[src/core/ptc_pkg.sv]
// trace program control: register map, field layout, reset values, event codes
// assumes a 32-bit debug apb with byte addresses and word-aligned registers
package ptc_pkg;
    // register byte offsets
    localparam logic [11:0] OFS_MAIN_CTL = 12'h000;
    localparam logic [11:0] OFS_TRIG_EVT = 12'h008;
    localparam logic [11:0] OFS_STATUS = 12'h010;
    localparam logic [11:0] OFS_TE_STARTSTOP = 12'h018;
    localparam logic [11:0] OFS_TE_EVT = 12'h020;
    localparam logic [11:0] OFS_TE_CTL1 = 12'h024;
    localparam logic [11:0] OFS_EXTOUT_EVT1 = 12'h1A0;
    localparam logic [11:0] OFS_EXTOUT_EVT2 = 12'h1A4;
    localparam logic [11:0] OFS_SYNC_FREQ = 12'h1E0;
    localparam logic [11:0] OFS_XIN_SEL = 12'h1EC;
    localparam logic [11:0] OFS_TRACE_ID = 12'h200;
    localparam logic [11:0] OFS_LOCK_ACCESS = 12'hFB0;
    localparam logic [11:0] OFS_LOCK_STATUS = 12'hFB4;
    localparam logic [11:0] OFS_ID_FIRST = 12'hFD0;

    // main control: writable bits and the configuration hold bit
    localparam logic [31:0] MAIN_CTL_WMASK = 32'h7000_D700;
    localparam logic [31:0] MAIN_CTL_RST = 32'h0000_0000;
    localparam int HOLD_BIT = 10;
    localparam int STAT_HOLD_BIT = 1;

    // reset values of initialised registers
    localparam logic [31:0] SYNC_FREQ_RST = 32'h0000_0400;
    localparam logic [6:0] TRACE_ID_RST = 7'h00;
    localparam logic [31:0] LOCK_KEY = 32'h1234_5678; // arbitrary value

    // extended input selector fields
    localparam int XIN_SEL_W = 7;
    localparam int XIN_SEL2_LSB = 8;
    localparam int PMU_EVT_W = 88;
    localparam int NUM_XSEL = 2;

    // event resource encoding: type in [6:4], index in [3:0]
    localparam int EVT_W = 7;
    localparam int NUM_EVT = 4;
    localparam logic [2:0] RT_SINGLE = 3'h0;
    localparam logic [2:0] RT_RANGE = 3'h1;
    localparam logic [2:0] RT_COUNTER = 3'h4;
    localparam logic [2:0] RT_STATE = 3'h5;
    localparam logic [2:0] RT_INPUT = 3'h6;
    localparam logic [3:0] IX_CTXID = 4'h8;
    localparam logic [3:0] IX_VMID = 4'hB;
    localparam logic [3:0] IX_STARTSTOP = 4'hF;
    localparam logic [3:0] IX_XSEL1 = 4'h8;
    localparam logic [3:0] IX_XSEL2 = 4'h9;
    localparam logic [3:0] IX_NONSEC = 4'hD;
    localparam logic [3:0] IX_PROHIB = 4'hE;
    localparam logic [3:0] IX_ALWAYS = 4'hF;

    // trace byte packing
    localparam int PACK_BYTES = 4;
    localparam logic [2:0] PACK_FULL = 3'h4;
endpackage : ptc_pkg

[src/core/ptc_event_decode.sv]
// trace program control: event resource decoder
// assumes all resource inputs are already synchronous to the block clock
`timescale 1ns/100ps
module ptc_event_decode (
    input wire logic [ptc_pkg::EVT_W-1:0] evt_sel,
    input wire logic [7:0] addr_single,
    input wire logic [3:0] addr_range,
    input wire logic [1:0] cnt_zero,
    input wire logic [2:0] seq_state,
    input wire logic ctxid_match,
    input wire logic vmid_match,
    input wire logic startstop,
    input wire logic [3:0] ext_in,
    input wire logic [1:0] xsel_evt,
    input wire logic nonsecure,
    input wire logic prohibited,
    output logic evt_true
);
    logic [2:0] rtype;
    logic [3:0] idx;

    assign rtype = evt_sel[6:4];
    assign idx = evt_sel[3:0];

    // unlisted type/index pairs resolve false
    always_comb begin
        evt_true = 1'b0;
        case (rtype)
            ptc_pkg::RT_SINGLE: if (idx < 4'h8) evt_true = addr_single[idx[2:0]];
            ptc_pkg::RT_RANGE: if (idx < 4'h4) evt_true = addr_range[idx[1:0]];
            ptc_pkg::RT_COUNTER: if (idx < 4'h2) evt_true = cnt_zero[idx[0]];
            ptc_pkg::RT_STATE: begin
                if (idx < 4'h3) evt_true = seq_state[idx[1:0]];
                else if (idx == ptc_pkg::IX_CTXID) evt_true = ctxid_match;
                else if (idx == ptc_pkg::IX_VMID) evt_true = vmid_match;
                else if (idx == ptc_pkg::IX_STARTSTOP) evt_true = startstop;
            end
            ptc_pkg::RT_INPUT: begin
                if (idx < 4'h4) evt_true = ext_in[idx[1:0]];
                else if (idx == ptc_pkg::IX_XSEL1) evt_true = xsel_evt[0];
                else if (idx == ptc_pkg::IX_XSEL2) evt_true = xsel_evt[1];
                else if (idx == ptc_pkg::IX_NONSEC) evt_true = nonsecure;
                else if (idx == ptc_pkg::IX_PROHIB) evt_true = prohibited;
                else if (idx == ptc_pkg::IX_ALWAYS) evt_true = 1'b1;
            end
            default: evt_true = 1'b0;
        endcase
    end
endmodule : ptc_event_decode

[src/core/ptc_trace_ctl.sv]
// trace program control: apb register slave, hold handshake, packing, events
// assumes pclk domain for generator and resource inputs; ext_in and dlock are pins
`timescale 1ns/100ps
module ptc_trace_ctl (
    input wire logic pclk,
    input wire logic presetn,
    input wire logic psel,
    input wire logic penable,
    input wire logic pwrite,
    input wire logic [31:0] paddr,
    input wire logic [31:0] pwdata,
    input wire logic pdbg,
    output logic [31:0] prdata,
    output logic pready,
    output logic pslverr,
    input wire logic dlock_pin,
    input wire logic [7:0] addr_single,
    input wire logic [3:0] addr_range,
    input wire logic [1:0] cnt_zero,
    input wire logic [2:0] seq_state,
    input wire logic ctxid_match,
    input wire logic vmid_match,
    input wire logic startstop,
    input wire logic [3:0] ext_in_pin,
    input wire logic nonsecure,
    input wire logic prohibited,
    input wire logic [ptc_pkg::PMU_EVT_W-1:0] pmu_events,
    input wire logic tb_valid,
    input wire logic [7:0] tb_data,
    output logic tb_ready,
    output logic atb_valid,
    output logic [31:0] atb_data,
    output logic [1:0] atb_bytes,
    input wire logic atb_ready,
    output logic [31:0] main_ctl,
    output logic [31:0] te_startstop,
    output logic [31:0] te_ctl1,
    output logic [31:0] sync_freq,
    output logic [6:0] trace_id,
    output logic resource_freeze,
    output logic trig_evt,
    output logic te_evt,
    output logic [1:0] ext_out
);
    localparam logic [31:0] PERIPH_ID = 32'h0000_00A5; // arbitrary value

    // pin synchronisers: three stages, change taken when stages 2 and 3 agree
    logic [4:0] pin_s1_q, pin_s2_q, pin_s3_q, pin_f_q;
    always_ff @(posedge pclk or negedge presetn) begin
        if (!presetn) begin
            pin_s1_q <= 5'h00;
            pin_s2_q <= 5'h00;
            pin_s3_q <= 5'h00;
            pin_f_q <= 5'h00;
        end else begin
            pin_s1_q <= {dlock_pin, ext_in_pin};
            pin_s2_q <= pin_s1_q;
            pin_s3_q <= pin_s2_q;
            for (int i = 0; i < 5; i++) begin
                if (pin_s2_q[i] == pin_s3_q[i]) pin_f_q[i] <= pin_s3_q[i];
            end
        end
    end

    logic dlock;
    logic [3:0] ext_in;
    assign dlock = pin_f_q[4];
    assign ext_in = pin_f_q[3:0];

    // apb decode; one wait-free access phase, data captured at setup
    logic setup, wr_en, sw_locked_q;
    logic [11:0] ofs;
    assign setup = psel & ~penable;
    assign ofs = {paddr[11:2], 2'b00};
    assign pready = 1'b1;
    // software writes other than to the lock access register bounce while locked; debugger bypasses the lock
    assign wr_en = psel & penable & pwrite & ~dlock & (pdbg | ~sw_locked_q
        | (ofs == ptc_pkg::OFS_LOCK_ACCESS)) & ~(pdbg & (ofs == ptc_pkg::OFS_LOCK_ACCESS));

    logic [31:0] main_ctl_q, te_ss_q, te_ctl1_q, sync_freq_q, xin_sel_q;
    logic [6:0] trace_id_q;
    logic [ptc_pkg::EVT_W-1:0] evt_q [ptc_pkg::NUM_EVT];
    logic hold, idle, stat_hold_q;
    assign hold = main_ctl_q[ptc_pkg::HOLD_BIT];

    // software lock, set at reset so software must unlock first
    always_ff @(posedge pclk or negedge presetn) begin
        if (!presetn) sw_locked_q <= 1'b1;
        else if (wr_en && ofs == ptc_pkg::OFS_LOCK_ACCESS)
            sw_locked_q <= (pwdata != ptc_pkg::LOCK_KEY);
    end

    // main control; other config writes only land while held, guarding half setups
    always_ff @(posedge pclk or negedge presetn) begin
        if (!presetn) begin
            main_ctl_q <= ptc_pkg::MAIN_CTL_RST;
        end else if (wr_en && ofs == ptc_pkg::OFS_MAIN_CTL) begin
            main_ctl_q <= pwdata & ptc_pkg::MAIN_CTL_WMASK;
        end
    end

    logic cfg_wr;
    assign cfg_wr = wr_en & hold;

    always_ff @(posedge pclk or negedge presetn) begin
        if (!presetn) begin
            sync_freq_q <= ptc_pkg::SYNC_FREQ_RST;
            trace_id_q <= ptc_pkg::TRACE_ID_RST;
            te_ss_q <= 32'h0000_0000;
            te_ctl1_q <= 32'h0000_0000;
            xin_sel_q <= 32'h0000_0000;
            for (int i = 0; i < ptc_pkg::NUM_EVT; i++) evt_q[i] <= 7'h00;
        end else if (cfg_wr) begin
            case (ofs)
                ptc_pkg::OFS_SYNC_FREQ: sync_freq_q <= pwdata;
                ptc_pkg::OFS_TRACE_ID: trace_id_q <= pwdata[6:0];
                ptc_pkg::OFS_TE_STARTSTOP: te_ss_q <= pwdata;
                ptc_pkg::OFS_TE_CTL1: te_ctl1_q <= pwdata;
                ptc_pkg::OFS_XIN_SEL: xin_sel_q <= pwdata & 32'h0000_7F7F;
                ptc_pkg::OFS_TRIG_EVT: evt_q[0] <= pwdata[6:0];
                ptc_pkg::OFS_TE_EVT: evt_q[1] <= pwdata[6:0];
                ptc_pkg::OFS_EXTOUT_EVT1: evt_q[2] <= pwdata[6:0];
                ptc_pkg::OFS_EXTOUT_EVT2: evt_q[3] <= pwdata[6:0];
                default: ;
            endcase
        end
    end

    // read mux; unmapped reads give zero
    function automatic logic [31:0] rd_mux(input logic [11:0] a, input logic dbg);
        logic [31:0] r;
        r = 32'h0000_0000;
        case (a)
            ptc_pkg::OFS_MAIN_CTL: r = main_ctl_q;
            ptc_pkg::OFS_STATUS: r[ptc_pkg::STAT_HOLD_BIT] = stat_hold_q;
            ptc_pkg::OFS_TRIG_EVT: r[6:0] = evt_q[0];
            ptc_pkg::OFS_TE_EVT: r[6:0] = evt_q[1];
            ptc_pkg::OFS_EXTOUT_EVT1: r[6:0] = evt_q[2];
            ptc_pkg::OFS_EXTOUT_EVT2: r[6:0] = evt_q[3];
            ptc_pkg::OFS_TE_STARTSTOP: r = te_ss_q;
            ptc_pkg::OFS_TE_CTL1: r = te_ctl1_q;
            ptc_pkg::OFS_SYNC_FREQ: r = sync_freq_q;
            ptc_pkg::OFS_XIN_SEL: r = xin_sel_q;
            ptc_pkg::OFS_TRACE_ID: r[6:0] = trace_id_q;
            ptc_pkg::OFS_LOCK_STATUS: r[1:0] = dbg ? 2'b00 : {sw_locked_q, 1'b1};
            default: if (a >= ptc_pkg::OFS_ID_FIRST) r = PERIPH_ID;
        endcase
        return r;
    endfunction : rd_mux

    // read data and error registered in setup; double lock looks powered off
    always_ff @(posedge pclk or negedge presetn) begin
        if (!presetn) begin
            prdata <= 32'h0000_0000;
            pslverr <= 1'b0;
        end else if (setup) begin
            prdata <= dlock ? 32'h0000_0000 : rd_mux(ofs, pdbg);
            pslverr <= dlock;
        end
    end

    // byte packing: emit only on four bytes, or flush remainder when held
    logic [31:0] pack_q;
    logic [2:0] cnt_q;
    logic flush;
    assign flush = hold & (cnt_q != 3'h0);
    assign tb_ready = ~hold & (cnt_q < ptc_pkg::PACK_FULL) & ~atb_valid;
    always_ff @(posedge pclk or negedge presetn) begin
        if (!presetn) begin
            pack_q <= 32'h0000_0000;
            cnt_q <= 3'h0;
        end else if (atb_valid && atb_ready) begin
            cnt_q <= 3'h0;
        end else if (tb_valid && tb_ready) begin
            pack_q[cnt_q[1:0]*8 +: 8] <= tb_data;
            cnt_q <= cnt_q + 3'h1;
        end
    end

    // output beat: data from flops, offered until accepted
    always_ff @(posedge pclk or negedge presetn) begin
        if (!presetn) begin
            atb_valid <= 1'b0;
            atb_data <= 32'h0000_0000;
            atb_bytes <= 2'h0;
        end else if (atb_valid) begin
            if (atb_ready) atb_valid <= 1'b0;
        end else if (cnt_q == ptc_pkg::PACK_FULL || flush) begin
            atb_valid <= 1'b1;
            atb_data <= pack_q;
            atb_bytes <= 2'(cnt_q - 3'h1);
        end
    end

    // idle once held with nothing packed and the last beat accepted
    assign idle = hold & (cnt_q == 3'h0) & ~atb_valid;
    always_ff @(posedge pclk or negedge presetn) begin
        if (!presetn) stat_hold_q <= 1'b0;
        else stat_hold_q <= idle;
    end

    // selector index past the event bus reads false rather than unknown
    function automatic logic pick_evt(input logic [ptc_pkg::PMU_EVT_W-1:0] ev,
        input logic [ptc_pkg::XIN_SEL_W-1:0] sel);
        logic hit;
        hit = 1'b0;
        if (int'(sel) < ptc_pkg::PMU_EVT_W) hit = ev[sel];
        return hit;
    endfunction : pick_evt

    // selectors stay combinational so they line up with the other resources
    logic [1:0] xsel;
    always_comb begin
        xsel[0] = pick_evt(pmu_events, xin_sel_q[ptc_pkg::XIN_SEL_W-1:0]);
        xsel[1] = pick_evt(pmu_events, xin_sel_q[ptc_pkg::XIN_SEL2_LSB +: ptc_pkg::XIN_SEL_W]);
    end

    // event decoders for trigger, trace enable and both external outputs
    logic [ptc_pkg::NUM_EVT-1:0] evt_hit;
    for (genvar g = 0; g < ptc_pkg::NUM_EVT; g++) begin : g_evt
        ptc_event_decode u_dec (
            .evt_sel(evt_q[g]),
            .addr_single(addr_single),
            .addr_range(addr_range),
            .cnt_zero(cnt_zero),
            .seq_state(seq_state),
            .ctxid_match(ctxid_match),
            .vmid_match(vmid_match),
            .startstop(startstop),
            .ext_in(ext_in),
            .xsel_evt(xsel),
            .nonsecure(nonsecure),
            .prohibited(prohibited),
            .evt_true(evt_hit[g])
        );
    end

    // event outputs registered; all forced low while held
    always_ff @(posedge pclk or negedge presetn) begin
        if (!presetn) begin
            trig_evt <= 1'b0;
            te_evt <= 1'b0;
            ext_out <= 2'b00;
        end else begin
            trig_evt <= evt_hit[0] & ~hold;
            te_evt <= evt_hit[1] & ~hold;
            ext_out <= evt_hit[3:2] & {2{~hold}};
        end
    end

    assign resource_freeze = hold;
    assign main_ctl = main_ctl_q;
    assign te_startstop = te_ss_q;
    assign te_ctl1 = te_ctl1_q;
    assign sync_freq = sync_freq_q;
    assign trace_id = trace_id_q;
endmodule : ptc_trace_ctl

[config.mk]
export PLATFORM = sky130hd
export DESIGN_NAME = ptc_trace_ctl
export DESIGN_NICKNAME = d
export VERILOG_FILES = /design/src/core/ptc_pkg.sv /design/src/core/ptc_event_decode.sv /design/src/core/ptc_trace_ctl.sv
export SDC_FILE = /design/constraint.sdc
export NUM_CORES = 1
export LEC_CHECK = 0
export BUFFER_PORTS_ARGS = -buffer_cell sky130_fd_sc_hd__buf_2
export CORE_MARGIN = 10
export CORE_UTILIZATION = 35
export CTS_CLUSTER_DIAMETER = 40
export CTS_CLUSTER_SIZE = 30
export DETAILED_ROUTE_END_ITERATION = 12
export HOLD_SLACK_MARGIN = 0.1
export PLACE_DENSITY = 0.58
export SLEW_MARGIN = 10
export SYNTH_ARGS = -nofsm -noshare
export SYNTH_HDL_FRONTEND = slang
export SYNTH_SLANG_ARGS = --single-unit
[constraint.sdc]
create_clock -name pclk -period 2.2 [get_ports pclk]
set_input_delay 0.44 -clock pclk [delete_from_list [all_inputs] [get_ports pclk]]
set_output_delay 0.44 -clock pclk [all_outputs]
set_load 0.02 [all_outputs]
After elaboration in Yosys (flattened, before gate mapping)

Cells that the tools add are included.

Register bits after elaboration: 283
Bits of input ports: 195
Output and inout port bits: 210
Logic and storage cells: 295

$add $sub $neg: 3
Magnitude comparators: 34
Equality and inequality tests: 59
Shifts and indexed selects: 2
Muxes and demuxes: 115
Bitwise gates (word level): 25
Reductions and logical operators: 27

Operators by type and width:

| operator                  | count |
|---|---|
| $pmux W25 S6              | 1 |
| $eq A4 B4 Y1 const B      | 24 |
| $mux W1                   | 83 |
| $pmux W5 S10              | 1 |
| $eq A10 B7 Y1 const B     | 4 |
| $eq A3 B3 Y1 const B      | 13 |
| $neg A5 Y34               | 1 |
| $shift A8 B34 Y32 const A | 1 |
| $shiftx A8 B34 Y32        | 1 |
| $bwmux W32                | 1 |
| $lt A4 B2 Y1 const B      | 8 |
| $mux W32                  | 1 |
| $ne A32 B29 Y1 const B    | 1 |
| $bmux W1 S2               | 12 |
| $reduce_and A2 Y1         | 11 |
| $eq A10 B10 Y1 const B    | 2 |
| $eq A10 B3 Y1 const B     | 2 |
| $eq A10 B4 Y1 const B     | 2 |
| $pmux W1 S5               | 4 |
| $lt A3 B4 Y1 const B      | 4 |
| $lt A4 B3 Y1 const B      | 4 |
| $lt A4 B4 Y1 const B      | 4 |
| $lt A7 B8 Y1 const B      | 2 |
| $and A1 B1 Y1             | 15 |
| 30 further kinds          | 63 |

Depth between registers and ports, before layout

Depth after elaboration: 9
Gate-level depth with buffers: 11
Gate-level depth less buffers: 7

Modules after synthesis

A second synthesis with hierarchy kept.

Cells, all modules: 1273
Area, all modules: 15357.2 µm²

Modules (own cells, without submodules):

| module           | instances | cells an instance | area an instance (µm²) | sequential area each (µm²) |
|---|---|---|---|---|
| ptc_trace_ctl    | 1         | 1097              | 13920.9                | 7084.3 |
| ptc_event_decode | 4         | 44                | 359.1                  | 0.0 |

Least setup slack after synthesis

No wires, ideal clock.

Kind: input to register
Start: input paddr[6]
End: register te_ctl1_q[10], in the netlist te_ctl1[10]
Setup time: 0.125 ns
Data arrival time: 2.468 ns
Required time: 2.075 ns
Setup slack: -0.393 ns
Stages on the path: 9
Buffers on the path: 2
Cells stage by stage: clkbuf_8 -> and4b_1 -> nand3_1 -> and3_1 -> nor3_4 -> nand2_2 -> nor3_2 -> buf_6 -> mux2_2

Word-level cells in the longest chain between the ends: 6
Elaborated cells between the ends (all ways): 9
Those cells by class: eq/ne (2); bitwise (6); reduce/logical (1)

Ends and longest elaborated chain:

| element                                       | RTL line                                 | RTL |
|---|---|---|
| start, declared                               | ptc_trace_ctl.sv:10                      | `input wire logic [31:0] paddr,` |
| $eq A10 B10 Y1                                | ptc_trace_ctl.sv:78                      | `\| (ofs == ptc_pkg::OFS_LOCK_ACCESS)) & ~(pdbg & (ofs == ptc_pkg::OFS_LOCK_ACCESS));` |
| $or A1 B1 Y1 or $and A1 B1 Y1 (tied branches) | ptc_trace_ctl.sv:78                      |  |
| $and A1 B1 Y1 or $not A1 Y1 (tied branches)   | ptc_trace_ctl.sv:77, ptc_trace_ctl.sv:78 |  |
| $and A1 B1 Y1                                 | ptc_trace_ctl.sv:78                      |  |
| $and A1 B1 Y1                                 | ptc_trace_ctl.sv:103                     | `assign cfg_wr = wr_en & hold;` |
| $reduce_and A2 Y1 (no source line) (*)        | --                                       |  |
| end signal, assigned                          | ptc_trace_ctl.sv:118                     | `ptc_pkg::OFS_TE_CTL1: te_ctl1_q <= pwdata;` |
| end, declared                                 | ptc_trace_ctl.sv:80                      | `logic [31:0] main_ctl_q, te_ss_q, te_ctl1_q, sync_freq_q, xin_sel_q;` |

Every way passes the cells marked *; elsewhere a longest branch is shown, timed or not.
A chain may end at the register's enable or synchronous reset.

Worst setup path after layout

Start: register xin_sel_q[0]
End: register te_evt

Word-level cells in the longest chain between the ends: 7
Elaborated cells between the ends (all ways): 8
Those cells by class: order compare (1); mux (6); bitwise (1)

Ends and longest elaborated chain:

| element                       | RTL line               | RTL |
|---|---|---|
| start, declared               | ptc_trace_ctl.sv:80    |  |
| start signal, assigned        | ptc_trace_ctl.sv:119   | `ptc_pkg::OFS_XIN_SEL: xin_sel_q <= pwdata & 32'h0000_7F7F;` |
| $bmux W1 S7                   | ptc_trace_ctl.sv:207   | `if (int'(sel) < ptc_pkg::PMU_EVT_W) hit = ev[sel];` |
| $mux W1 (not written as such) | ptc_trace_ctl.sv:207   |  |
| $mux W1 (*)                   | ptc_trace_ctl.sv:207   |  |
| $mux W1 (*)                   | ptc_event_decode.sv:40 | `else if (idx == ptc_pkg::IX_XSEL1) evt_true = xsel_evt[0];` |
| $mux W1 (*)                   | ptc_event_decode.sv:39 | `if (idx < 4'h4) evt_true = ext_in[idx[1:0]];` |
| $pmux W1 S5 (*)               | ptc_event_decode.sv:28 | `case (rtype)` |
| $and A1 B1 Y1 (*)             | ptc_trace_ctl.sv:246   | `te_evt <= evt_hit[1] & ~hold;` |
| end signal, assigned          | ptc_trace_ctl.sv:246   |  |
| end, declared                 | ptc_trace_ctl.sv:42    | `output logic te_evt,` |

Every way passes the cells marked *; elsewhere a longest branch is shown, timed or not. The select of a mux whose other input is x is not followed.

==> results.cfg <==
[cts]
clock_latency_ns = 0.56
htree_levels = 2
clkTransAtPathRegs_ns = 0.06
cts_tree = yes
cts_sinks = 283
cts-root-buf = clkbuf_16
cts_buffers = 42
clk_path_buf_depth = 3

[power_and_ir_drop]
p_int_uw = 11100
powerDensity_mw_per_mm2 = 745
clkPwrFrac = 0.458
power_switching_uw = 4310
ir_worst_vdd_uv = 764
power_uw = 15400
sequentialPowerShare = 0.385
pwr-share-comb = 0.157
p_sw_frac = 0.279
leakage_uw = 0.00988

[sta]
report.final.slew_viol_count = 0
final_hold_viol_count = 0
setup-tns-final_ns = -1.12
fmax_ghz = 0.401
whs_ns = 0.163
finalCriticalPeriod_ns = 2.49
fin_crit_sh = 1.13
setup_slack_ns = -0.292
skew_ns = 0.0212
worst_slew_pin_slew_ns = 0.885
relSlewSlack = 0.402
rsz0062_at_grt = yes
setup_viol = 11

[floorplanning]
start_util = 0.354
die-area_mm2 = 0.0511
fp.coreArea_mm2 = 0.0419
ios = 405
dieHeight_um = 226
dieWidth_um = 226
core.rowCount = 75

[place]
gp_congestion = 0.878
place_ws_ns = -0.459
dp_hpwl_um = 41900
io_buffers = 358

[finish]
multi_input_area_mm2 = 0.00767
layout_commonest_cell = buf_2
final_cell_mix = buf_2 (357), dfrtp_1 (279), nand2_1 (140), buf_4 (122), mux2_4 (112)
nets = 1930
area_delta_synth_final_pct = 39.3
layout-drive-gt1-share = 0.520
seq_area_mm2 = 0.00709
n_fill_cell = 3783

[global_route]
track_usage = 0.211
grt_antenna_before_repair = 13
first_global_vias = 12900
grt_pass1_wl_um = 83000
overflow = 0
grt_max_degree = 63

[status]
outcome = complete, but fails checks
violations = setup timing

[worst_setup_path]
arrival_ns = 2.91
slowest_stage = mux4_2
ff2ff_setup_slack_ns = -0.29
reg2regPathDepth = 9
worstSetupEndpointType = flop
cp_max_fo = 7
slowest_delay_ns = 0.52
worstPathRequired_ns = 2.62
worstSetupStartpointType = flop
crit_type = reg2reg
crit_chain = buf_12, mux4_2, mux2i_1, mux2i_1, a311oi_1, o211ai_1, buf_4, mux2i_2, o211ai_1

[logic_synthesis]
synth_area_leaders = dfrtp_1 (47%), mux2_2 (15%), mux4_2 (7.7%)
yosysWarnings = 0
syn_area_per_cell_um2 = 12.0
synthCells = 1234
synth_top_area_cell = dfrtp_1
synth-edff-count = 0
ys_ff_latch = 283
synth_ff_type = dfrtp_1
syn_area_mm2 = 0.0149
async_flop_share = 1.00
ys_seq_area_frac = 0.477
yosysUniqueCellTypes = 77
synth_top_area_frac = 0.473

[route]
ant_nets = 0
drt_pass1_iterations = 5
drc = 0
route.detailed.wl_per_inst_um = 24.3
drt_iter0_drc = 1051
drt-vias-per-instance = 5.40
drt-total-wl_um = 56100
route.vias.total = 12500

[min_path]
hold_depth = 2
hold_class = in2reg

[flow_run]
maxCapViolations = 0
## cell usage after synthesis (18+ instances only)
library cell	number
dfrtp_1	281
mux2_2	197
nand2_1	142
o21ai_0	63
mux4_2	51
clkbuf_1	40
nor2_1	40
mux2i_1	35
buf_4	34
a22oi_1	31
a21oi_1	29
a222oi_1	27
nand3_1	20
o21ai_2	20
nor3_1	18
## final cells by class
cell class | count | share of cell area
multi-input cells | 853 | 0.370
flip-flops and latches | 283 | 0.342
repair buffers | 536 | 0.179
clock buffers | 52 | 0.0570
well taps | 539 | 0.0326
clock inverters | 25 | 0.0153
inverters | 13 | 0.00236
diodes | 7 | 0.000846
## power groups by stage
stage               registers, µW  clock network, µW  logic, µW
floorplan                    6180                  0       1130
global placement             6010                  0       2360
detailed placement           6020                  0       2400
CTS                          5940               7220       2430
global route                 6000               7440       2650
finish                       5940               7060       2420
## path summary, 6_finish.rpt
path	from	endpoint
max in group asynchronous	presetn	te_startstop[21]
min in group asynchronous	presetn	pack_q[24]
hold / removal	pwdata[7]	te_ctl1[7]
hold reg to reg	pin_s1_q[3]	pin_s2_q[3]
setup reg to reg	xin_sel_q[0]	te_evt
setup / recovery	xin_sel_q[0]	te_evt
## worst max-delay path, delay by kind of cell, from the launching register on
family | cells | cell delay, ns
compound gates | 3 | 0.58
buf+inv | 2 | 0.33
flops | 1 | 0.44
mux | 4 | 1.00
## through the flow
stage	area [µm²]	util	instances
finish	20700	0.493	2308
global placement	18700	0.445	2197
CTS	20400	0.487	2290
floorplan	15400	-	1256
global route	20700	0.493	2305
detailed placement	18700	0.445	2197
## metal layers
layer  part of all wire  track usage
met5             0.0011            0
met4              0.019       0.0556
met3              0.082       0.0597
met2               0.47        0.343
met1               0.42        0.271
## timing repair
action | in CTS | in global routing
pin swaps | 4 | 5
hold buffers | 7 | 0
gates cloned | 1 | 5
endpoints found under the setup margin | 16 | 131
gates resized for setup | 11 | 26
endpoints found under the hold margin | 45 | 0
setup buffers | 8 | 7
## state kept, by name, indices dropped and copies added, names as in the netlist, 2 cells and up
signal,count
atb_bytes,2
pin_s3_q,5
xin_sel_q,14
evt_q,28
te_startstop,32
prdata,32
pin_f_q,5
cnt_q,3
trace_id,7
sync_freq,32
pin_s2_q,5
te_ctl1,32
main_ctl,9
atb_data,32
ext_out,2
pin_s1_q,5
pack_q,32
## cells by family (layout without fill, tap and decap cells)
family | count (synthesis) | after routing | share of synthesized area
simple gates | 311 | 311 | 0.112
fa+ha+maj | 11 | 11 | 0.00842
xor+xnor | 1 | 1 | 0.000590
flops | 283 | 283 | 0.477
compound gates | 222 | 222 | 0.104
other cells | 2 | 31 | 0.000505
buf+inv | 120 | 626 | 0.0467
mux | 284 | 284 | 0.251
No activity file was read; power rests on OpenSTA's default activity.
